==> config.mk <==
export PLATFORM = sky130hd
export DESIGN_NAME = pll_multiplier_and_clock_dividers
export DESIGN_NICKNAME = d
export VERILOG_FILES = /design/src/pll_div_pkg.sv /design/src/pll_multiplier_and_clock_dividers.sv
export VERILOG_INCLUDE_DIRS = /design/src
export SDC_FILE = /design/constraint.sdc
export NUM_CORES = 1
export LEC_CHECK = 0
export BUFFER_PORTS_ARGS = -buffer_cell sky130_fd_sc_hd__buf_2
export CORE_MARGIN = 1.5
export CORE_UTILIZATION = 58
export CTS_BUF_LIST = sky130_fd_sc_hd__clkbuf_2
export DETAILED_ROUTE_END_ITERATION = 16
export PLACE_DENSITY = 0.82
export SYNTH_ARGS = -nofsm -noshare
export SYNTH_HDL_FRONTEND = slang
export SYNTH_SLANG_ARGS = --single-unit
==> constraint.sdc <==
create_clock -name clk_sys -period 2.2 [get_ports clk_sys]
set_input_delay 0.22 -clock clk_sys [delete_from_list [all_inputs] [get_ports clk_sys]]
set_output_delay 0.22 -clock clk_sys [all_outputs]
set_load 0.005 [all_outputs]
==> src/pll_div_consts.svh <==
`ifndef PLL_DIV_CONSTS_SVH
`define PLL_DIV_CONSTS_SVH

// Register byte offsets.
`define OFS_MULT 8'h00
`define OFS_DIV_ONE 8'h04
`define OFS_DIV_TWO 8'h08
`define OFS_DIV_THREE 8'h0c
`define OFS_DIV_OBS 8'h10
`define OFS_DIV_BYPASS 8'h14
`define OFS_CLK_ENABLE 8'h18
`define OFS_PLL_CTRL 8'h1c
`define OFS_COMMAND 8'h20

// Field positions and widths.
`define FIELD_W 5
`define ENABLE_BIT 15
`define OBS_ENABLE_BIT 0
`define PLL_MODE_BIT 0
`define COMMAND_BIT 0
`define NUM_DIV 5

// Divider slots.
`define DIV_ONE 0
`define DIV_TWO 1
`define DIV_THREE 2
`define DIV_OBS 3
`define DIV_BYPASS 4
`define NUM_SYS_DIV 3

// Reset values, first and second controller instance.
`define MULT_RST_FIRST 5'h10
`define MULT_RST_SECOND 5'h13
`define DIV_ONE_RST_FIRST 5'h00
`define DIV_ONE_RST_SECOND 5'h01
`define DIV_TWO_RST_FIRST 5'h02
`define DIV_TWO_RST_SECOND 5'h09
`define DIV_THREE_RST 5'h00
`define DIV_OBS_RST 5'h00
`define BYPASS_RST_FIRST 5'h00
`define BYPASS_RST_SECOND 5'h01
`define ENABLE_RST 5'h17

`endif

==> src/pll_div_pkg.sv <==
package pll_div_pkg;
    `include "pll_div_consts.svh"

    typedef logic [`FIELD_W-1:0] ratio_t;

    typedef struct packed {
        ratio_t mult;
        logic [`FIELD_W:0] factor;
        logic [`NUM_DIV-1:0][`FIELD_W-1:0] ratio;
        logic [`NUM_DIV-1:0][`FIELD_W-1:0] act;
        logic [`NUM_DIV-1:0][`FIELD_W-1:0] cnt;
        logic [`NUM_DIV-1:0] en;
        logic [`NUM_DIV-1:0] tick;
        logic obs_ck_en;
        logic pll_mode;
        logic go;
        logic [31:0] rd_data;
    } state_t;
endpackage : pll_div_pkg

==> src/pll_multiplier_and_clock_dividers.sv <==
// The address map and the plain strobed port are this design's own decisions.
`timescale 1ns/100ps
// Overview of operation
// The PLL is asked to multiply the reference clock by the multiplier field plus one.
// After reset the multiplier field is 10h in the first instance and 13h in the second.
// Each divider divides its source by its ratio field plus one, so zero passes it through.
// The first divider makes system clock one from the PLL side, enable bit 15, ratio bits 4-0.
// After reset the first divider ratio is 0 in the first instance and 1 in the second.
// The second divider makes system clock two from the PLL side, its enable set after reset.
// After reset the second divider ratio is 2h in the first instance and 9h in the second.
// The third divider makes system clock three in the first instance only.
// The observation divider divides the reference clock and drives the output pin in instance one.
// Software programs the observation divider only on the first instance. The code accepts observation divider writes on the second instance too.
// The observation clock runs only while its divider enable and its clock enable are both set.
// The bypass divider makes the bypass system clock from the reference, enable set after reset.
// After reset the bypass ratio is 0 in the first instance and 1 in the second.
// New system divider ratios take effect only when software writes 1 to the command bit.
// With the PLL mode enable clear the system dividers run from the reference (bypass mode).
// A divider whose enable is clear keeps its output stopped.
// Reserved bits read as zero and ignore writes; only the multiplier, enable, ratio, mode and command fields are writable.
// The header is guarded, so pulling it in here as well as in the package is harmless.
`include "pll_div_consts.svh"
module pll_multiplier_and_clock_dividers #(
    parameter bit SECOND_INSTANCE = 1'b0,
    parameter int ADDR_W = 8
) (
    // Clock and reset.
    input wire logic clk_sys,
    input wire logic rst,
    // Register port.
    input wire logic [ADDR_W-1:0] addr,
    input wire logic [31:0] wr_data,
    input wire logic wr_en,
    input wire logic rd_en,
    output logic [31:0] rd_data,
    // Clock source enables, one pulse per source clock edge.
    input wire logic ref_tick,
    input wire logic pll_tick,
    // Multiply factor, then clock outputs as one-cycle enables.
    output logic [`FIELD_W:0] pll_multiply_factor,
    output logic system_clock_one,
    output logic system_clock_two,
    output logic system_clock_three,
    output logic observation_clock,
    output logic bypass_system_clock,
    output logic clock_output_pin
);
    import pll_div_pkg::*;

    state_t st;
    state_t next_st;
    logic sys_src;
    logic [`NUM_DIV-1:0] src;

    function automatic logic [31:0] div_word(input logic en, input ratio_t r);
        div_word = {16'h0000, en, 10'h000, r};
    endfunction : div_word

    function automatic logic hit(input logic [ADDR_W-1:0] a, input logic [7:0] ofs);
        hit = (a == ADDR_W'(ofs));
    endfunction : hit

    // bypass selection
    assign sys_src = st.pll_mode ? pll_tick : ref_tick;
    // PLL side feeds system dividers
    // reference feeds observation
    // reference feeds bypass
    assign src = {ref_tick, ref_tick, sys_src, sys_src, sys_src};

    always_comb
    begin
        next_st = st;
        next_st.go = 1'b0;
        next_st.rd_data = 32'h00000000;
        if (wr_en)
        begin
            // only fields are stored
            if (hit(addr, `OFS_MULT))
            begin
                next_st.mult = wr_data[`FIELD_W-1:0];
            end
            for (int i = 0; i < `NUM_DIV; i++)
            begin
                if (hit(addr, 8'(`OFS_DIV_ONE + 4 * i)) && !(SECOND_INSTANCE && i == `DIV_THREE))
                begin
                    next_st.en[i] = wr_data[`ENABLE_BIT];
                    next_st.ratio[i] = wr_data[`FIELD_W-1:0];
                end
            end
            if (hit(addr, `OFS_CLK_ENABLE))
            begin
                next_st.obs_ck_en = wr_data[`OBS_ENABLE_BIT];
            end
            if (hit(addr, `OFS_PLL_CTRL))
            begin
                next_st.pll_mode = wr_data[`PLL_MODE_BIT];
            end
            // The load takes one cycle, so the outputs are not phase aligned to each other.
            // command starts loading
            if (hit(addr, `OFS_COMMAND) && wr_data[`COMMAND_BIT])
            begin
                next_st.go = 1'b1;
            end
        end
        // multiplier is field plus one
        next_st.factor = {1'b0, next_st.mult} + 6'h01;
        // system ratios load on command only
        if (st.go)
        begin
            for (int i = 0; i < `NUM_SYS_DIV; i++)
            begin
                next_st.act[i] = st.ratio[i];
            end
        end
        // Observation and bypass ratios are not phase aligned, so they follow writes at once.
        next_st.act[`DIV_OBS] = next_st.ratio[`DIV_OBS];
        next_st.act[`DIV_BYPASS] = next_st.ratio[`DIV_BYPASS];
        for (int i = 0; i < `NUM_DIV; i++)
        begin
            // disabled divider stays stopped
            if (!st.en[i])
            begin
                next_st.cnt[i] = 5'h00;
                next_st.tick[i] = 1'b0;
            end
            else if (src[i])
            begin
                // divide by ratio plus one
                next_st.tick[i] = (st.cnt[i] >= st.act[i]);
                next_st.cnt[i] = (st.cnt[i] >= st.act[i]) ? 5'h00 : 5'(st.cnt[i] + 5'h01);
            end
            else
            begin
                next_st.tick[i] = 1'b0;
            end
        end
        // observation needs both enables
        if (!st.obs_ck_en)
        begin
            next_st.tick[`DIV_OBS] = 1'b0;
        end
        // third divider absent on instance two
        if (SECOND_INSTANCE)
        begin
            next_st.tick[`DIV_THREE] = 1'b0;
        end
        if (rd_en)
        begin
            // reserved bits read zero
            if (hit(addr, `OFS_MULT))
            begin
                next_st.rd_data = {27'h0000000, st.mult};
            end
            for (int i = 0; i < `NUM_DIV; i++)
            begin
                if (hit(addr, 8'(`OFS_DIV_ONE + 4 * i)))
                begin
                    next_st.rd_data = div_word(st.en[i], st.ratio[i]);
                end
            end
            if (hit(addr, `OFS_CLK_ENABLE))
            begin
                next_st.rd_data = {31'h00000000, st.obs_ck_en};
            end
            if (hit(addr, `OFS_PLL_CTRL))
            begin
                next_st.rd_data = {31'h00000000, st.pll_mode};
            end
            if (hit(addr, `OFS_COMMAND))
            begin
                next_st.rd_data = {31'h00000000, st.go};
            end
        end
    end

    always_ff @(posedge clk_sys)
    begin
        if (rst)
        begin
            st <= '0;
            // multiplier reset value
            st.mult <= SECOND_INSTANCE ? `MULT_RST_SECOND : `MULT_RST_FIRST;
            st.factor <= {1'b0, SECOND_INSTANCE ? `MULT_RST_SECOND : `MULT_RST_FIRST} + 6'h01;
            // first divider reset ratio
            st.ratio[`DIV_ONE] <= SECOND_INSTANCE ? `DIV_ONE_RST_SECOND : `DIV_ONE_RST_FIRST;
            st.act[`DIV_ONE] <= SECOND_INSTANCE ? `DIV_ONE_RST_SECOND : `DIV_ONE_RST_FIRST;
            // second divider reset ratio
            st.ratio[`DIV_TWO] <= SECOND_INSTANCE ? `DIV_TWO_RST_SECOND : `DIV_TWO_RST_FIRST;
            st.act[`DIV_TWO] <= SECOND_INSTANCE ? `DIV_TWO_RST_SECOND : `DIV_TWO_RST_FIRST;
            st.ratio[`DIV_THREE] <= `DIV_THREE_RST;
            st.act[`DIV_THREE] <= `DIV_THREE_RST;
            st.ratio[`DIV_OBS] <= `DIV_OBS_RST;
            st.act[`DIV_OBS] <= `DIV_OBS_RST;
            // bypass reset ratio
            st.ratio[`DIV_BYPASS] <= SECOND_INSTANCE ? `BYPASS_RST_SECOND : `BYPASS_RST_FIRST;
            st.act[`DIV_BYPASS] <= SECOND_INSTANCE ? `BYPASS_RST_SECOND : `BYPASS_RST_FIRST;
            // enables set after reset, except the observation one (and the third on instance two)
            // bypass enable set
            st.en <= SECOND_INSTANCE ? (`ENABLE_RST & 5'h1b) : `ENABLE_RST;
        end
        else
        begin
            st <= next_st;
        end
    end

    assign rd_data = st.rd_data;
    assign pll_multiply_factor = st.factor;
    assign system_clock_one = st.tick[`DIV_ONE];
    assign system_clock_two = st.tick[`DIV_TWO];
    assign system_clock_three = st.tick[`DIV_THREE];
    assign observation_clock = st.tick[`DIV_OBS];
    assign bypass_system_clock = st.tick[`DIV_BYPASS];
    // output pin on first instance only
    assign clock_output_pin = SECOND_INSTANCE ? 1'b0 : st.tick[`DIV_OBS];
endmodule : pll_multiplier_and_clock_dividers

==> metrics, run 1 <==
status=finished clean; # IOs=90; placer congestion estimate=0.983; Post-CTS Repair Setup Buffers=0; Slew Limit Fails=0; CP required=2690 ps; DRT antenna net count=0; Fillers=696; CP Data Arrival Time=2480 ps; average size of a mapped cell=8.76 um2; initial antenna violation count=0; top cells by area, synth=dfxtp_1 38%, mux2i_1 9.0%, ha_1 7.7%; dpl ws=137 ps; number of buffers created by CTS=9; Hold Slack=approximately 57 ps; worst hold endpoint=st[68]$_SDFFE_PP0P_; worst setup margin=a little over 200 ps; crit-path max FO=6; clock period minus final worst setup slack=approximately 2000 ps; maximum buffer depth of the clock tree=2; min-delay worst type=input pin to flip-flop; Reg2Reg Depth=6; Max Clock Freq=501 MHz; clock-pin slew on the worst setup and hold paths=270 ps; Final Net Count=680; RR Endpoint=clock_output_pin$_SDFF_PP0_; Congestion Overflow GR=0; flops & latches, synth=95; Final Core Density=between 60% and 70%; first-pass GRT wire length=~18,000 um; worst hold stages=3; Yosys top cell area share=37.8%; Synth cell types=57; worst-margin pin slew=677 ps; vias in the first global route=3,726; via density per instance=5.67; Crit. End Element=flip-flop; area added between synthesis and finish=6.64%; placed cell count=686; Mapped Cells=574; Clock Latency Late Sink=570 ps; DR iter-0 viols=375; Post-Layout Cell Count=713; n_diodes=0; final WL=around 11,000 um; layout cells sized above 1=13.7%; Pwr per Cell Area=around 550 nW/um2; setup violators final=0; DRT Pass-1 Iters=5; Setup Crit Path Kind=flip-flop to flip-flop; DPL Wire Length=7750 um; number of remaining DRC errors=0; top_reg_cell synth=dfxtp_1; sequential share of the synthesized area=37.8%; DIE AREA=9240 um2; root buf cell=clkbuf_2; synth cell count leaders=95 x dfxtp_1, 74 x nor2_1, 45 x mux2i_1, 41 x buf_4, 39 x nand2_1; Leakage=around 0.0023 uW; synthesized area=5030 um2; Final TNS setup=0 ps; clk_skew=41.2 ps; crit start category=flip-flop; Max VDD drop=0.330 mV; reg2reg start=st[62]$_SDFFE_PP0P_; H-tree depth=3; EDFF count, synth=0; port bufs=37; worst rel slew slack=54.0%; CTS tree=yes; DR vias=approximately 4,000; Ys Warns=0; area leader, netlist=dfxtp_1; Final period util=90.6%; Hold Fails Final Rpt=0; top-count cell post-synth=dfxtp_1; die extent in x=around 96 um; die height=between 90 and 100 um; setup slack, reg-to-reg=210 ps; GRT Overall Usage=25.0%; clock sink total=95; max-cap viol count=0; core footprint=8300 um2; hold_sp=ref_tick; RSZ-0062 raised after global routing=no; Initial Utilization=60.6%; row count=33; fraction of registers with async set/reset=0%; largest net degree at the start of global routing=30; detail-routed net length per standard cell=15.0 um
critical path: stages (launching register included):
cell	delay, ps
dfxtp_1	510
ha_1	290
a21oi_1	130
o21ai_0	90
a31oi_1	470
nor2b_1	160
and4_1	260
per-layer routing:
metal | wire [um] | global-route usage (%)
met5 | 0 | 0
met4 | 234 | 10.3
met3 | 803 | 5.13
met2 | 4890 | 40.2
met1 | 4740 | 32.6
cells by family (layout without fill, tap and decap cells):
kind of cell | Yosys count | in the layout | share of synthesized area [%]
and+or+nand+nor | 200 | 200 | 20.4
DFF | 95 | 95 | 37.8
AOI/OAI and AO/OA | 80 | 80 | 9.53
adders and majority gates | 31 | 31 | 7.71
xor gates and xnor gates | 14 | 14 | 2.44
muxes | 55 | 55 | 11.5
other | 1 | 26 | 0.0746
buffers and inverters | 98 | 107 | 10.5
cells in the final DEF, fill, tap and decap left out, types with 8 or more instances in the layout:
master	netlist	layout
nor2b_1	13	13
nor2_1	74	74
clkbuf_2	0	10
dlygate4sd3_1	0	11
inv_1	32	32
xor2_1	12	12
nand2_1	39	39
o22ai_1	8	8
buf_4	41	11
nand3_1	21	21
a21oi_1	34	34
ha_1	31	31
mux2i_1	45	44
conb_1	1	26
nand4_1	9	9
nand2b_1	12	12
o21ai_0	11	11
buf_2	5	37
dfxtp_1	95	95
sequential cells by signal (all words and copies together), names as in the netlist:
signal and cells:
pll_multiply_factor 6, bypass_system_clock 1, clock_output_pin 1, system_clock_three 1, system_clock_one 1, st 78, system_clock_two 1, rd_data 6
stage by stage:
stage                     area (um2)  total power [uW]
after CTS                       5360              2960
final                           5360              2940
after global routing            5360              3060
after floorplan                 5120              1950
after detailed placement        5110              1990
after global placement          5110              1990
timing repair:
action,4_1_cts,5_1_grt
hold buffers,11,0
hold endpoints to repair,17,0
setup endpoints to repair,0,13
resized for setup,0,1
worst max path at each step:
| stage | depth (start not counted) | startpoint | to | slack [ps] |
|---|---|---|---|---|
| 2_1_floorplan | 9 | addr[7] | pll_multiply_factor[4]$_SDFF_PP1_ | 340 |
| 3_3_place_gp | 10 | addr[7] | pll_multiply_factor[4]$_SDFF_PP1_ | 170 |
| 3_5_place_dp | 10 | addr[7] | pll_multiply_factor[4]$_SDFF_PP1_ | 140 |
| 4_1_cts | 3 | st[33]$_SDFFE_PP0P_ | st[45]$_SDFFE_PP0P_ | 140 |
| 5_1_grt | 6 | st[62]$_SDFFE_PP0P_ | clock_output_pin$_SDFF_PP0_ | 100 |
| 6_report | 6 | st[62]$_SDFFE_PP0P_ | clock_output_pin$_SDFF_PP0_ | 210 |
area by class of cell:
| class | instances | area, um2 | share of cell area [%] |
|---|---|---|---|
| inverter | 32 | 120 | 2.24 |
| timing repair buffer | 59 | 378 | 7.04 |
| tap | 105 | 131 | 2.45 |
| sequential | 95 | 1900 | 35.5 |
| clock inverter | 6 | 85.1 | 1.59 |
| multi-input combinational | 406 | 2700 | 50.3 |
| clock buffer | 10 | 50.0 | 0.933 |
report_power, final:
group / total, uW / switching, uW / internal, uW
Combinational: 235 / 154 / 81.1
Clock: 961 / 585 / 376
Sequential: 1750 / 8.72 / 1740
(Power assumes the default switching activity.)
==> inputs of run 2 (changes only) <==
--- a/config.mk
+++ b/config.mk
@@ -12,6 +12,7 @@
 export CTS_BUF_LIST = sky130_fd_sc_hd__clkbuf_2
 export DETAILED_ROUTE_END_ITERATION = 16
 export PLACE_DENSITY = 0.82
+export SETUP_SLACK_MARGIN = 0.4
 export SYNTH_ARGS = -nofsm -noshare
 export SYNTH_HDL_FRONTEND = slang
 export SYNTH_SLANG_ARGS = --single-unit
==> run 2 against run 1 <==
Worst hold slack got worse by 6.1 ps. Via count is 0.15% lower. First-iteration DRC count fell by 19%. Combinational power rose by 5%. Global-route usage fell by 1.4 points. Register-to-register slack improved by 280 ps. Non-clock buffer count up 3. Largest power group unchanged.
==> metrics, run 2 (synthesis gave the netlist of run 1 again) <==
first-pass GRT wire length=16,700 um (-5.0%); initial antenna violation count=0 (unchanged); row count=33 (unchanged); Fillers=653 (-6.2%); Final period util=78.0% (-13 points); setup violators final=0 (unchanged); DP Area=5130 um2 (+0.32%); placed cell count=686 (unchanged); Initial Utilization=60.6% (unchanged); max reg flops=78 (unchanged); # IOs=90 (unchanged); Design Area, Final=5410 um2 (+0.82%); worst rel slew slack=67.7% (+14 points); Leakage=0.00229 uW (about the same); H-tree depth=3 (unchanged); placer congestion estimate=0.938 (-4.6%); layout cells sized above 1=16.4% (+2.7 points); DR vias=4,039 (-0.15%); n_diodes=0 (unchanged); dpl ws=129 ps (-8.47 ps); vias in the first global route=3,532 (-5.2%); core footprint=8300 um2 (unchanged); port bufs=37 (unchanged); DRT antenna net count=0 (unchanged); most common cell after layout, fill and taps aside=dfxtp_1; die height=96.1 um (unchanged); clock-pin slew on the worst setup and hold paths=250 ps (-20 ps); crit start category=flip-flop; worst setup margin=484 ps (+279 ps); DR iter-0 viols=302 (-19%); CP required=2680 ps (about the same); clock sink total=95 (unchanged); Final Net Count=683 (+0.44%); area added between synthesis and finish=7.51%; Pwr per Cell Area=501 nW/um2 (-8.7%); Largest Register=st; detail-routed net length per standard cell=14.7 um (-1.7%); RSZ-0062 raised after global routing=yes; Hold Fails Final Rpt=0 (unchanged); GRT Overall Usage=23.6% (-1.4 points); status=finished clean; CP Data Arrival Time=2200 ps (-280 ps); largest net degree at the start of global routing=30 (unchanged); Final TNS setup=0 ps (unchanged); Max VDD drop=0.255 mV (-22%); setup slack, reg-to-reg=480 ps (+280 ps); root buf cell=clkbuf_2; Clock Latency Late Sink=550 ps (-20 ps); die extent in x=96.1 um (unchanged); most frequent cells in the layout=88 x dfxtp_1, 74 x nor2_1, 44 x mux2i_1; DPL Wire Length=7530 um (-2.9%); DIE AREA=9240 um2 (unchanged); clock period minus final worst setup slack=1720 ps (-279 ps); Slew Limit Fails=0 (unchanged); Crit. End Element=flip-flop; Post-Layout Cell Count=715 (+0.28%); number of buffers created by CTS=9 (unchanged); via density per instance=5.65 (-0.43%); Setup Crit Path Kind=flip-flop to flip-flop; DRT Pass-1 Iters=6 (+1); maximum buffer depth of the clock tree=2 (unchanged); worst-margin pin slew=475 ps (-202 ps); max-cap viol count=0 (unchanged); min-delay worst type=input pin to flip-flop; final WL=10,500 um (-1.4%); CTS tree=yes; clk_skew=36.7 ps (-4.50 ps); crit-path max FO=5 (-1); Congestion Overflow GR=0 (unchanged); number of remaining DRC errors=0 (unchanged); Max Clock Freq=583 MHz (+16%)
[run 2: cell count changes in the layout (fill, tap and decap cells not counted), sizes merged]
cell,previous run,this run
buf,48,51
clkinv,3,6
bufinv,2,0
clkbuf,10,9
clkinvlp,1,0
[run 2: power by group]
part	switching, uW	leakage [uW]	internal, uW	total [uW]
combinational	159	0.00147	87.2	246
clock	575	0.0000568	141	716
sequential	8.34	0.000771	1740	1740
total	743	0.00229	1960	2710
[run 2: stage by stage]
step / hold WS, ps / utilization [%] / total power [uW]
3_3_place_gp: 462 / 61.8 / 1990
4_1_cts: 1.24 / 64.0 / 2720
3_5_place_dp: 468 / 61.8 / 1990
6_report: 50.8 / 65.2 / 2710
5_1_grt: 25.8 / 65.2 / 2830
2_1_floorplan: 344 / - / 1950
[run 2: worst max-delay path: stages (launching register included)]
cell      delay [ps]
dfxtp_4          410
inv_1             50
ha_1             270
nand2b_1         140
a21o_1           190
a21oi_2          200
o221ai_2         180
nor3_1           210
[run 2: worst paths after layout]
path | end | cells after the start | from
worst max register to register | st[55]$_SDFFE_PP0P_ | 7 | st[55]$_SDFFE_PP0P_
worst min register to register | st[91]$_SDFFE_PP0P_ | 2 | st[91]$_SDFFE_PP0P_
worst max-delay path | st[55]$_SDFFE_PP0P_ | 7 | st[55]$_SDFFE_PP0P_
worst min-delay path | st[82]$_SDFFE_PP0P_ | 2 | rst
[run 2: cell type report]
type | count | area (um2) | share of cell area, %
repair buffers | 62 | 400 | 7.40
well taps | 105 | 131 | 2.43
flip-flops and latches | 95 | 1920 | 35.4
inverters | 32 | 120 | 2.22
clock inverters | 6 | 38.8 | 0.717
multi-input cells | 406 | 2760 | 51.0
clock buffers | 9 | 45.0 | 0.833
[run 2: layer usage]
metal	vias to the layer above	GRT usage [%]	share of wire, %
li1	1958	-	-
met1	1898	32.9	46
met2	158	37.1	46
met3	25	3.48	6.2
met4	0	7.84	1.4
met5	-	0	0
[run 2: repair_timing]
action | CTS | global route
gates resized for setup | 5 | 13
setup endpoints to repair | 18 | 26
hold buffers | 7 | 4
setup buffers | 0 | 3
gates cloned | 0 | 0
pin swaps | 0 | 1
hold endpoints to repair | 12 | 1
==> inputs of run 3 (changes only) <==
==> constraint.sdc (replaced) <==
create_clock -name clk_sys -period 1.8 [get_ports clk_sys]
set_input_delay 0.18 -clock clk_sys [delete_from_list [all_inputs] [get_ports clk_sys]]
set_output_delay 0.18 -clock clk_sys [all_outputs]
set_load 0.005 [all_outputs]
==> run 3 against run 2 <==
Global-route usage is 3.3 points higher. Cell count is 3.8% higher. Via count is 6.6% higher. Combinational power is 49% higher. Flip-flop and latch count stayed put. First-iteration DRC count is 12% higher. Critical endpoint is now clock_output_pin$_SDFF_PP0_. Largest power group unchanged.
==> metrics, run 3 (synthesis gave the netlist of run 1 again) <==
Max Clock Freq=661 MHz (+13%); crit-path max FO=6 (+1); status=finished clean; CP required=2320 ps (-360 ps); number of buffers created by CTS=9 (unchanged); Design Area, Final=5970 um2 (+10%); min-delay worst type=input pin to flip-flop; DIE AREA=9240 um2 (unchanged); clock sink total=95 (unchanged); root buf cell=clkbuf_2; Setup Crit Path Kind=flip-flop to flip-flop; Post-Layout Cell Count=742 (+3.8%); DPL Wire Length=8190 um (+8.8%); PnR Total Power=3470 uW (+28%); Pwr per Cell Area=581 nW/um2 (+16%); worst-margin pin slew=527 ps (+51.9 ps); DR vias=4,304 (+6.6%); initial antenna violation count=0 (unchanged); area added between synthesis and finish=18.8%; n_diodes=0 (unchanged); clk_skew=36.5 ps (-0.125 ps); Max VDD drop=0.424 mV (+66%); CTS tree=yes; CP Cell Sequence=inv_1 > ha_2 > nand2_2 > o21ai_4 > a31oi_4 > nor2b_2 > and4_1; CP top delay family=simple AND/OR/NAND/NOR gates; Fillers=604 (-7.5%); clock-pin slew on the worst setup and hold paths=260 ps (about the same); maximum buffer depth of the clock tree=2 (unchanged); Slew Limit Fails=0 (unchanged); port bufs=37 (unchanged); core footprint=8300 um2 (unchanged); Clock Latency Late Sink=550 ps (about the same); clock period minus final worst setup slack=1510 ps (-202 ps); Final Net Count=712 (+4.2%); vias in the first global route=4,145 (+17%); Slowest cell on crit path=dfxtp_2; first-pass GRT wire length=19,200 um (+15%); # IOs=90 (unchanged); Final TNS setup=0 ps (unchanged); DP Area=5330 um2 (+3.8%); most common cell after layout, fill and taps aside=dfxtp_1; detail-routed net length per standard cell=16.0 um (+8.9%); Initial Utilization=60.6% (unchanged); CP Data Arrival Time=2030 ps (-170 ps); row count=33 (unchanged); largest net degree at the start of global routing=29 (-3.3%); slowest stage delay, CP=400 ps (about the same); DRT Pass-1 Iters=6 (unchanged); DRT antenna net count=0 (unchanged); max-cap viol count=0 (unchanged); die height=96.1 um (unchanged); final WL=11,900 um (+13%); Congestion Overflow GR=0 (unchanged); Crit. End Element=flip-flop; placed cell count=701 (+2.2%); die extent in x=96.1 um (unchanged); Hold Slack=72.8 ps (+22.0 ps); Hold Fails Final Rpt=0 (unchanged); Largest Register=st; DR iter-0 viols=339 (+12%); H-tree depth=3 (unchanged); Final period util=84.1% (+6.1 points); GRT Overall Usage=26.9% (+3.3 points); setup violators final=0 (unchanged); worst rel slew slack=64.4% (-3.3 points); RSZ-0062 raised after global routing=yes; Worst Path Buf+Inv=1 (unchanged); max reg flops=78 (unchanged); most frequent cells in the layout=75 x dfxtp_1, 73 x nor2_1, 44 x mux2i_1; via density per instance=5.80 (+2.7%); placer congestion estimate=0.914 (-2.6%); crit start category=flip-flop; number of remaining DRC errors=0 (unchanged); Leakage=0.00251 uW (+9.4%); layout cells sized above 1=28.7% (+12 points)
-- run 3: worst paths after layout --
check,endpoint,slack [ps],cells past startpoint,from
worst max-delay path,clock_output_pin$_SDFF_PP0_,290,7,st[86]$_SDFFE_PP0P_
worst min-delay path,st[32]$_SDFF_PP0_,70,4,addr[4]
worst max register to register,clock_output_pin$_SDFF_PP0_,290,7,st[86]$_SDFFE_PP0P_
worst min register to register,st[92]$_SDFFE_PP0P_,510,2,st[92]$_SDFFE_PP0P_
-- run 3: per-layer routing --
metal  track usage [%]  share of wire [%]  up-vias
met4              10.0                1.8        0
met5                 0                  0        -
met3              3.63                6.9       17
met2              45.8                 49      186
met1              34.5                 42     2077
li1                  -                  -     2024
-- run 3: cell type report --
type	instances	area (um2)	area share, %
clock inverters	2	35.0	0.587
multi-input cells	406	3060	51.3
repair buffers	91	638	10.7
flip-flops and latches	95	1930	32.3
well taps	105	131	2.20
inverters	32	120	2.01
clock buffers	11	55.1	0.922
-- run 3: worst register-to-register path, stage by stage (launching register included) --
cell and delay (ps):
dfxtp_2 400, inv_1 50, ha_2 320, nand2_2 60, o21ai_4 150, a31oi_4 150
nor2b_2 170, and4_1 190
-- run 3: repair_timing --
action | 4_1_cts | 5_1_grt
setup buffers | 11 | 5
hold buffers | 12 | 0
pin swaps | 36 | 24
gates resized for setup | 39 | 29
setup endpoints to repair | 30 | 33
endpoints found under the hold margin | 23 | 0
-- run 3: per-stage QoR --
stage,setup slack [ps],utilization [%]
floorplan,62.8,-
global placement,-32.7,64.2
detailed placement,-20.6,64.2
CTS,248,70.2
global route,233,72.0
finish,286,72.0
-- run 3: where the power goes --
group | switching, uW | internal (uW) | total, uW
Sequential | 8.59 | 2120 | 2130
Combinational | 219 | 148 | 367
Clock | 664 | 309 | 973
Total | 892 | 2580 | 3470
